===== src/hdl/deser_pkg.sv =====
// Shared types and constants for the input deserializer.
package deser_pkg;
   typedef enum logic [2:0] {
      MODE_MEMORY,
      MODE_NETWORKING,
      MODE_OVERSAMPLE,
      MODE_QUAD_RATE_MEMORY_MODEL,
      MODE_THIRD_GEN_MEMORY_MODEL
   } mode_t;
   typedef enum logic [1:0] {
      ROUTE_NONE,
      ROUTE_DELAY_UNREGISTERED_ONLY,
      ROUTE_DELAY_REGISTERED_ONLY,
      ROUTE_BOTH
   } route_t;
   typedef struct packed {
      logic [14:0] rsvd;
      logic soft_rst;
      logic [3:0] sample_reg_reset_value;
      route_t delay_routing_setting;
      logic loopback_select;
      logic slave;
      logic [3:0] width;
      logic ddr;
      mode_t mode;
   } cfg_t;
   localparam logic [31:0] CFG_RESET = 32'h0000F048;
   localparam logic [3:0] SAMPLE_RESET = 4'hF;
   localparam logic [7:0] OFS_CONFIG = 8'h00;
   localparam logic [7:0] OFS_STATUS = 8'h04;
   localparam logic [7:0] OFS_WORD = 8'h08;
   localparam int STAT_SUSPECT = 0;
   localparam int STAT_ILLEGAL = 1;
   localparam int PIN_PAD = 0;
   localparam int PIN_DLY = 4;
   localparam int PIN_FB = 8;
   localparam int PIN_INV = 12;
   localparam int PIN_W = 14;
   localparam logic [3:0] W_TWO = 4'h2;
   localparam logic [3:0] W_FOUR = 4'h4;
   localparam logic [3:0] W_SIX = 4'h6;
   localparam logic [3:0] W_EIGHT = 4'h8;
   localparam logic [3:0] W_TEN = 4'hA;
   localparam logic [3:0] W_FOURTEEN = 4'hE;
   localparam logic [1:0] RESP_OKAY = 2'h0;
   localparam logic [1:0] RESP_SLVERR = 2'h2;
   typedef struct packed {
      logic awvalid;
      logic [7:0] awaddr;
      logic wvalid;
      logic [31:0] wdata;
      logic [3:0] wstrb;
      logic bready;
      logic arvalid;
      logic [7:0] araddr;
      logic rready;
   } axi_req_t;
   typedef struct packed {
      logic awready;
      logic wready;
      logic bvalid;
      logic [1:0] bresp;
      logic arready;
      logic rvalid;
      logic [31:0] rdata;
      logic [1:0] rresp;
   } axi_rsp_t;
   typedef struct packed {
      logic [PIN_W-1:0] s1;
      logic [PIN_W-1:0] s2;
      logic [PIN_W-1:0] s3;
      logic [PIN_W-1:0] ok;
   } sync_t;
endpackage


===== src/hdl/input_deserializer.sv =====
// Serial-to-parallel input converter with AXI4-Lite configuration.
// Summary of operation
// (RQ1) Networking mode: serial and word clocks stay aligned, never inverted.
// (RQ2) Memory mode: capture clock and word clock are kept phase aligned.
// (RQ3) Memory mode: user calibrates the serial-to-capture clock transfer.
// (RQ4) Oversample: capture both edges of two clocks, output in fast domain.
// (RQ5) Oversample ignores the word clock; four phases 0, 90, 180, 270.
// (RQ6) Master/slave pair widens words to 10 or 14, double rate only.
// (RQ7) User wires master cascade outputs to adjacent slave cascade inputs.
// (RQ8) A slave presents its bits only on parallel outputs 3 to 8.
// (RQ9) At width 10 slave outputs 3 and 4 hold the last two bits.
// (RQ10) Cascading needs networking mode and one master, one slave role.
// (RQ11) Master and slave are given the same word width.
// (RQ12) Memory mode capture stage adds one word-clock cycle of latency.
// (RQ13) Networking and tool-only memory modes have two word cycles latency.
// (RQ14) Polarity flips only in tool modes; output suspect until reset.
// (RQ15) Loopback takes serial input from the output serializer feedback.
// (RQ16) User sets serializer and converter to identical rate and width.
// (RQ17) Loopback with cascading: master serializer feeds master converter.
// (RQ18) Delay routing picks direct or delayed input per output path.
// (RQ19) Rate selects single or double rate sampling; double is default.
// (RQ20) Legal widths: 2-8 single rate, 4,6,8,10,14 double rate.
// (RQ21) The four sample registers load a configurable reset value, default 1.
// (RQ22) Parallel outputs update on the word tick after the mode's latency.
`timescale 1ns/10ps
module input_deserializer (
   input wire logic mclk,
   input wire logic sys_rst,
   input wire logic clk_en,
   input wire deser_pkg::axi_req_t axi_req,
   output deser_pkg::axi_rsp_t axi_rsp,
   input wire logic [3:0] pad_samples,
   input wire logic [3:0] delayed_pad_input,
   input wire logic [3:0] loopback_feed,
   input wire logic fast_clock_invert_select,
   input wire logic word_clock_invert_select,
   input wire logic [5:0] cascade_input,
   output logic [5:0] cascade_output,
   output logic [7:0] parallel_out,
   output logic parallel_strobe,
   output logic direct_out
);
   import deser_pkg::*;

   typedef struct packed {
      axi_rsp_t rsp;
      logic aw_held;
      logic w_held;
      logic [7:0] aw_addr;
      logic [31:0] w_data;
      logic [3:0] w_strb;
      cfg_t cfg;
      sync_t sync;
      logic [1:0] inv_seen;
      logic [3:0] sample;
      logic [15:0] sreg;
      logic [4:0] cnt;
      logic [7:0] stage_a;
      logic [7:0] stage_b;
      logic [7:0] q;
      logic strobe;
      logic direct;
      logic [5:0] casc;
      logic suspect;
   } state_t;

   state_t st;
   state_t next_st;
   logic [PIN_W-1:0] pins;
   logic tool_mode;
   logic width_ok;
   logic illegal;
   logic done;
   logic reg_dly;
   logic unreg_dly;

   assign pins = {word_clock_invert_select, fast_clock_invert_select,
                  loopback_feed, delayed_pad_input, pad_samples};
   assign tool_mode = st.cfg.mode inside {MODE_QUAD_RATE_MEMORY_MODEL,
                                          MODE_THIRD_GEN_MEMORY_MODEL};
   assign reg_dly = st.cfg.delay_routing_setting inside
                    {ROUTE_DELAY_REGISTERED_ONLY, ROUTE_BOTH};
   assign unreg_dly = st.cfg.delay_routing_setting inside
                      {ROUTE_DELAY_UNREGISTERED_ONLY, ROUTE_BOTH};

   // A slave only makes sense above eight bits and at double rate.
   assign width_ok = st.cfg.ddr ? // [RQ6] [RQ20]
      (st.cfg.width inside {W_FOUR, W_SIX, W_EIGHT, W_TEN, W_FOURTEEN}) &&
      (!st.cfg.slave || st.cfg.width > W_EIGHT) :
      (st.cfg.width >= W_TWO && st.cfg.width <= W_EIGHT && !st.cfg.slave);

   // Memory-style modes run at double rate with four-bit words only.
   assign illegal = (st.cfg.mode == MODE_NETWORKING) ? !width_ok : // [RQ10]
      (st.cfg.mode == MODE_OVERSAMPLE) ? st.cfg.slave :
      (st.cfg.mode == MODE_MEMORY || tool_mode) ?
      (!st.cfg.ddr || st.cfg.width != W_FOUR || st.cfg.slave) : 1'b1;

   // Word tick: the shift register holds a whole word of the set width.
   assign done = !illegal && st.cfg.mode != MODE_OVERSAMPLE &&
                 st.cnt >= {1'b0, st.cfg.width}; // [RQ11] [RQ22]

   always_comb begin
      logic [3:0] src;
      logic [7:0] word;
      logic [7:0] slv;
      logic [4:0] step;
      logic [31:0] wmerge;
      src = '0;
      word = '0;
      slv = {cascade_input, 2'b00};
      step = '0;
      wmerge = '0;
      next_st = st;

      // Four flops per pin; a change counts once stages two and three agree.
      next_st.sync.s1 = pins;
      next_st.sync.s2 = st.sync.s1;
      next_st.sync.s3 = st.sync.s2;
      next_st.sync.ok = (~(st.sync.s2 ^ st.sync.s3) & st.sync.s3) |
                        ((st.sync.s2 ^ st.sync.s3) & st.sync.ok);

      // Loopback overrides the pad, so external data is not seen then.
      if (st.cfg.loopback_select) begin
         src = st.sync.ok[PIN_FB +: 4]; // [RQ15]
         next_st.direct = st.sync.ok[PIN_FB];
      end else begin
         src = reg_dly ? st.sync.ok[PIN_DLY +: 4] // [RQ18]
                       : st.sync.ok[PIN_PAD +: 4];
         next_st.direct = unreg_dly ? st.sync.ok[PIN_DLY]
                                    : st.sync.ok[PIN_PAD];
      end
      // In the tool-only modes an inverted fast clock swaps the 0 and 180 degree phase pairs.
      if (tool_mode && st.sync.ok[PIN_INV]) begin
         src = {src[1:0], src[3:2]}; // [RQ14]
      end
      // Samples: bit0 = 0 deg, bit1 = 90, bit2 = 180, bit3 = 270.
      next_st.sample = src; // [RQ4] [RQ5]

      if (st.cfg.ddr) begin
         next_st.sreg = {st.sreg[13:0], st.sample[0], st.sample[2]}; // [RQ19]
         step = 5'h02;
      end else begin
         next_st.sreg = {st.sreg[14:0], st.sample[0]}; // [RQ19]
         step = 5'h01;
      end
      // Bits 8 to 13 leave the master towards an adjacent slave.
      next_st.casc = next_st.sreg[13:8]; // [RQ6]

      for (int k = 0; k < 8; k++) begin
         if (st.cfg.slave) begin
            word[k] = (k < int'(st.cfg.width) - 6) ?
                      slv[k] : 1'b0; // [RQ8] [RQ9]
         end else begin
            word[k] = (k < int'(st.cfg.width)) ? st.sreg[k] : 1'b0;
         end
      end

      next_st.strobe = 1'b0;
      if (illegal || st.cfg.mode == MODE_OVERSAMPLE) begin
         next_st.cnt = '0;
      end else if (done) begin
         next_st.cnt = st.cnt - {1'b0, st.cfg.width} + step;
      end else begin
         next_st.cnt = st.cnt + step;
      end

      if (done) begin
         next_st.stage_a = word;
         next_st.stage_b = st.stage_a;
         next_st.strobe = 1'b1; // [RQ22]
         if (st.cfg.mode == MODE_MEMORY) begin
            next_st.q = st.stage_a; // [RQ12]
         end else begin
            next_st.q = st.stage_b; // [RQ13]
         end
      end
      // Oversampling bypasses the word clock: four samples every cycle.
      if (st.cfg.mode == MODE_OVERSAMPLE) begin
         next_st.q = {4'h0, st.sample}; // [RQ5]
         next_st.strobe = 1'b1;
      end

      // Soft reset is handled before the flag set so a flip is never lost.
      if (st.cfg.soft_rst) begin
         next_st.sample = st.cfg.sample_reg_reset_value; // [RQ21]
         next_st.cnt = '0;
         next_st.suspect = 1'b0;
         next_st.cfg.soft_rst = 1'b0;
      end
      next_st.inv_seen = st.sync.ok[PIN_INV +: 2];
      if (tool_mode && st.sync.ok[PIN_INV +: 2] != st.inv_seen) begin
         next_st.suspect = 1'b1; // [RQ14]
      end

      if (st.rsp.bvalid && axi_req.bready) begin
         next_st.rsp.bvalid = 1'b0;
      end
      if (st.rsp.rvalid && axi_req.rready) begin
         next_st.rsp.rvalid = 1'b0;
      end
      if (axi_req.awvalid && st.rsp.awready) begin
         next_st.aw_held = 1'b1;
         next_st.aw_addr = axi_req.awaddr;
      end
      if (axi_req.wvalid && st.rsp.wready) begin
         next_st.w_held = 1'b1;
         next_st.w_data = axi_req.wdata;
         next_st.w_strb = axi_req.wstrb;
      end
      if (next_st.aw_held && next_st.w_held && !next_st.rsp.bvalid) begin
         next_st.aw_held = 1'b0;
         next_st.w_held = 1'b0;
         next_st.rsp.bvalid = 1'b1;
         next_st.rsp.bresp = RESP_OKAY;
         wmerge = next_st.cfg;
         for (int b = 0; b < 4; b++) begin
            if (next_st.w_strb[b]) begin
               wmerge[8*b +: 8] = next_st.w_data[8*b +: 8];
            end
         end
         case (next_st.aw_addr)
            OFS_CONFIG: begin
               next_st.cfg = cfg_t'(wmerge);
               next_st.cfg.rsvd = '0;
            end
            OFS_STATUS, OFS_WORD: begin
            end
            default: next_st.rsp.bresp = RESP_SLVERR;
         endcase
      end
      if (axi_req.arvalid && st.rsp.arready) begin
         next_st.rsp.rvalid = 1'b1;
         next_st.rsp.rresp = RESP_OKAY;
         next_st.rsp.rdata = '0;
         case (axi_req.araddr)
            OFS_CONFIG: next_st.rsp.rdata = st.cfg;
            OFS_STATUS: begin
               next_st.rsp.rdata[STAT_SUSPECT] = st.suspect;
               next_st.rsp.rdata[STAT_ILLEGAL] = illegal;
            end
            OFS_WORD: next_st.rsp.rdata[7:0] = st.q;
            default: next_st.rsp.rresp = RESP_SLVERR;
         endcase
      end
      next_st.rsp.awready = !next_st.aw_held && !next_st.rsp.bvalid;
      next_st.rsp.wready = !next_st.w_held && !next_st.rsp.bvalid;
      next_st.rsp.arready = !next_st.rsp.rvalid;
   end

   // The clock enable freezes everything, the bus slave included.
   always_ff @(posedge mclk) begin
      if (sys_rst) begin
         st <= '0;
         st.cfg <= cfg_t'(CFG_RESET);
         st.sample <= SAMPLE_RESET; // [RQ21]
      end else if (clk_en) begin
         st <= next_st;
      end
   end

   assign axi_rsp = st.rsp;
   assign cascade_output = st.casc;
   assign parallel_out = st.q;
   assign parallel_strobe = st.strobe;
   assign direct_out = st.direct;
endmodule


===== config.mk =====
export PLATFORM = sky130hd
export DESIGN_NAME = input_deserializer
export DESIGN_NICKNAME = d
export VERILOG_FILES = /design/src/hdl/deser_pkg.sv /design/src/hdl/input_deserializer.sv
export SDC_FILE = /design/constraint.sdc
export NUM_CORES = 1
export LEC_CHECK = 0
export ABC_AREA = 1
export BUFFER_PORTS_ARGS = -buffer_cell sky130_fd_sc_hd__buf_2
export CORE_MARGIN = 2
export CORE_UTILIZATION = 30
export CTS_BUF_LIST = sky130_fd_sc_hd__clkbuf_4
export CTS_CLUSTER_DIAMETER = 200
export DETAILED_ROUTE_END_ITERATION = 10
export GPL_TIMING_DRIVEN = 0
export PLACE_DENSITY = 0.51
export SLEW_MARGIN = 20
export SYNTH_ARGS = -nofsm -noshare
export SYNTH_HDL_FRONTEND = slang
export SYNTH_SLANG_ARGS = --single-unit

===== constraint.sdc =====
create_clock -name mclk -period 5.7 [get_ports mclk]
set_clock_uncertainty 0.15 [all_clocks]
set_input_delay 0.57 -clock mclk [delete_from_list [all_inputs] [get_ports mclk]]
set_output_delay 0.57 -clock mclk [all_outputs]
set_load 0.02 [all_outputs]

==> summary.md <==
| Metric | Value |
|---|---|
| Status | complete, no violations |
| Total negative slack | 0 ns |
| Detailed Route Iter0 Violations | 527 |
| Die height | 174.6 µm |
| Vias in the first global route | 7,753 |
| Post-synthesis sequential area ratio | 41.04% |
| Most used cell, CP | fa_1 |
| Layout Nets | 1,457 |
| Worst endpoint required time | 6.01 ns |
| Initial antenna violation count | 1 |
| Commonest non-fill, non-tap cell in the layout | nand2_1 |
| Max Freq | 275.3 MHz |
| Mapped Cells | 1,206 |
| Clock Sinks | 179 |
| Startpoint types | flip-flop |
| Final WL | 26.30 mm |
| Overall Global Routing Usage | 17.54% |
| Worst-path maximum fanout | 11 |
| Number of synthesized flops with an enable pin | 0 |
| Die width | 174.6 µm |
| IO Pins | 137 |
| WL per Instance | 14.99 µm |
| Largest family of logic cells by synthesized area | simple AND/OR/NAND/NOR gates |
| CTS clock-pin slew for the worst setup and hold paths | 0.19 ns |
| Worst skew pair latency | 0.61 ns |
| Largest net degree at the start of global routing | 23 |
| Worst reg2reg startpoint | st[119]$_SDFFE_PP1P_ |
| XOR/XNOR share of the synthesized area | 0.8025% |
| Slew headroom | 47.06% |
| Via density | 4.672 |
| Leading area contributor after synthesis | dfxtp_1 |
| Synth warnings | 0 |
| Final GP Congestion | 0.8907 |
| Peak supply drop | 0.1476 mV |
| Leakage Power | 4.617 nW |
| Synth unique cells | 49 |
| PwrDens | 275.2 nW/µm² |
| Post-route ant nets | 0 |
| Commonest register cell after synthesis | dfxtp_1 |
| Final setup viols | 0 |
| FF-to-FF path depth | 11 |
| Reg2reg setup slack | 2.07 ns |
| Fin crit share | 63.74% |
| Adder-Cell Fraction of Synth Area | 3.267% |
| Vias | 8,195 |
| Crit Reg-Reg Endpoint | st[37]$_SDFFE_PP0P_ |
| Initial core utilization | 30.42% |
| First-pass GRT wire length | 42.12 mm |
| Grt peak-use layer | met2 |
| Tmin final | 3.633 ns |
| Clock buffer depth | 2 |
| Count of final hold-check violations | 0 |
| Post-CTS resize count | 0 |
| H-tree depth | 4 |
| Kind of critical path | flip-flop to flip-flop |
| Fillers | 3,160 |
| Mux cell area share after synthesis | 0.9745% |
| Dpl hpwl | 19.77 mm |
| Total power | 2.824 mW |
| Share of layout cells above drive strength 1 | 16.44% |
| Worst path max stage delay | 0.57 ns |
| Worst Setup SP | st[119]$_SDFFE_PP1P_ |
| Max Cap Viol | 0 |
| Post-Synth Simple-Gate Area | 21.80% |
| Top cells by area, synth | dfxtp_1 (41%), nand2_1 (9.8%), o21ai_0 (8.8%), nor2_1 (6.1%), a21oi_1 (5.6%) |
| First-pass DRT Iterations | 5 |
| Detailed-route DRC error count | 0 |
| Most frequent cells in the layout | nand2_1 (227), dfxtp_1 (179), o21ai_0 (154), nor2_1 (141), buf_2 (109) |
| Grt met2 use | 28.41% |
| CTS tree | built |
| Post-synthesis compound-gate area fraction | 19.29% |
| Area growth syn-to-layout | 17.56% |
| Crit end category | flip-flop |
| HP Class | input port to flip-flop |
| Layout Utilization | 35.76% |
| Pins Over Slew Limit | 0 |
| RSZ-0062 raised after global routing | no |
| Crit-path slowest cell | fa_1 |
| Crit-path cells | inv_1 > clkbuf_1 > buf_1 > fa_1 > fa_1 > nand3b_1 > nand2_1 > xor2_1 > nand4_1 > nand3_1 > a21oi_1 |
| Post-synth top area share | 41.04% |
| Final instance area | 10,260 µm² |
| Num CTS Buffers | 17 |
| Placed instance area | 9782 µm² |
| Data arrival, critical path | 3.95 ns |
| Mapped cell area | 8731 µm² |
| Sequential cell area | 3583 µm² |
| Grt met1 use | 24.55% |
| GRT overflow | 0 |
| Multi-input logic area | 4091 µm² |
| Post-Syn Area per Cell | 7.240 µm² |
| Ys async rst share | 0% |
| Register bit count reported by yosys | 179 |
| Setup crit end | st[37]$_SDFFE_PP0P_ |
| Core area | 28,700 µm² |
| GRT met3 Usage | 2.850% |
| Die footprint | 30,480 µm² |
| Root Buffer | clkbuf_4 |
| Port bufs | 102 |
| Standard-cell row count | 62 |
| Worst Tran Pin Value | 0.7941 ns |
[flip-flops by register name, indices dropped and copies added, names as in the netlist, named ones only]
register,cells
axi_rsp,24
cascade_output,2
parallel_out,8
next_st,28
direct_out,1
st,101
parallel_strobe,1
[critical path, delay by kind of cell, from the launching register on]
kind | cells | cell delay [ns]
xor+xnor | 1 | 0.15
flops | 1 | 0.48
compound gates | 1 | 0.06
buf+inv | 3 | 1.09
fa+ha+maj | 2 | 1.05
simple gates | 4 | 0.50
[metrics by stage]
stage	hold slack [ns]	std cells	setup slack [ns]
2_1_floorplan	0.2745	1222	2.813
3_3_place_gp	0.2842	1708	2.150
3_5_place_dp	0.2888	1708	2.156
4_1_cts	0.002539	1753	2.071
5_1_grt	0.006973	1754	1.795
6_report	0.04083	1754	2.067
[area by class of cell]
class	instances	share of cell area, %
Antenna cell	1	0.02438
Buffer	116	6.595
Clock buffer	17	1.243
Clock inverter	15	2.158
Inverter	116	4.279
Multi-Input combinational cell	811	39.86
Sequential cell	179	34.91
Tap cell	384	4.681
Timing Repair Buffer	115	6.242
[Yosys cell counts (all sizes together), types with 5 or more instances]
master,n
a211oi,10
buf,77
or2,5
inv,114
nand3,49
o21bai,5
xor2,5
o21ai,157
ha,18
nand4,11
a21oi,97
clkbuf,39
dfxtp,179
nor3,5
nor2,144
o211ai,22
nand2,231
[cell families (layout without fill, tap and decap cells)]
group / after synthesis / count (layout)
simple gates: 449 / 449
mux: 8 / 8
fa+ha+maj: 21 / 21
xor+xnor: 8 / 8
flops: 179 / 179
compound gates: 308 / 308
other cells: 1 / 18
buf+inv: 232 / 379
[layer usage]
| layer | share of wire [%] | up-vias |
|---|---|---|
| met4 | 1.3 | 0 |
| met3 | 4.0 | 21 |
| met2 | 46 | 164 |
| met1 | 49 | 3818 |
| met5 | 0 | - |
| li1 | - | 4192 |
[what timing repair did]
item / in CTS / in global routing
buffers inserted: 0 / 0
setup endpoints to repair: 0 / 0
hold endpoints to repair: 13 / 0
hold buffers: 13 / 0
[power by group]
group / total (mW) / leakage, nW / switching [mW] / internal, mW
Clock: 0.810 / 0.175 / 0.585 / 0.225
Combinational: 0.625 / 2.98 / 0.386 / 0.239
Sequential: 1.39 / 1.46 / 0.0617 / 1.33
[worst min path at each step]
stage                                   from                        end  slack, ns  depth (start not counted)
finish              word_clock_invert_select  next_st[101]$_SDFFE_PP0P_       0.04                          3
global placement        st[153]$_SDFFE_PP0P_       st[153]$_SDFFE_PP0P_       0.28                          2
floorplan               st[152]$_SDFFE_PP0P_       st[152]$_SDFFE_PP0P_       0.27                          2
global route        word_clock_invert_select  next_st[101]$_SDFFE_PP0P_      0.007                          3
detailed placement      st[153]$_SDFFE_PP0P_       st[153]$_SDFFE_PP0P_       0.29                          2
CTS                 word_clock_invert_select  next_st[101]$_SDFFE_PP0P_      0.003                          3
Note: power is estimated with default switching activity, not from simulation.
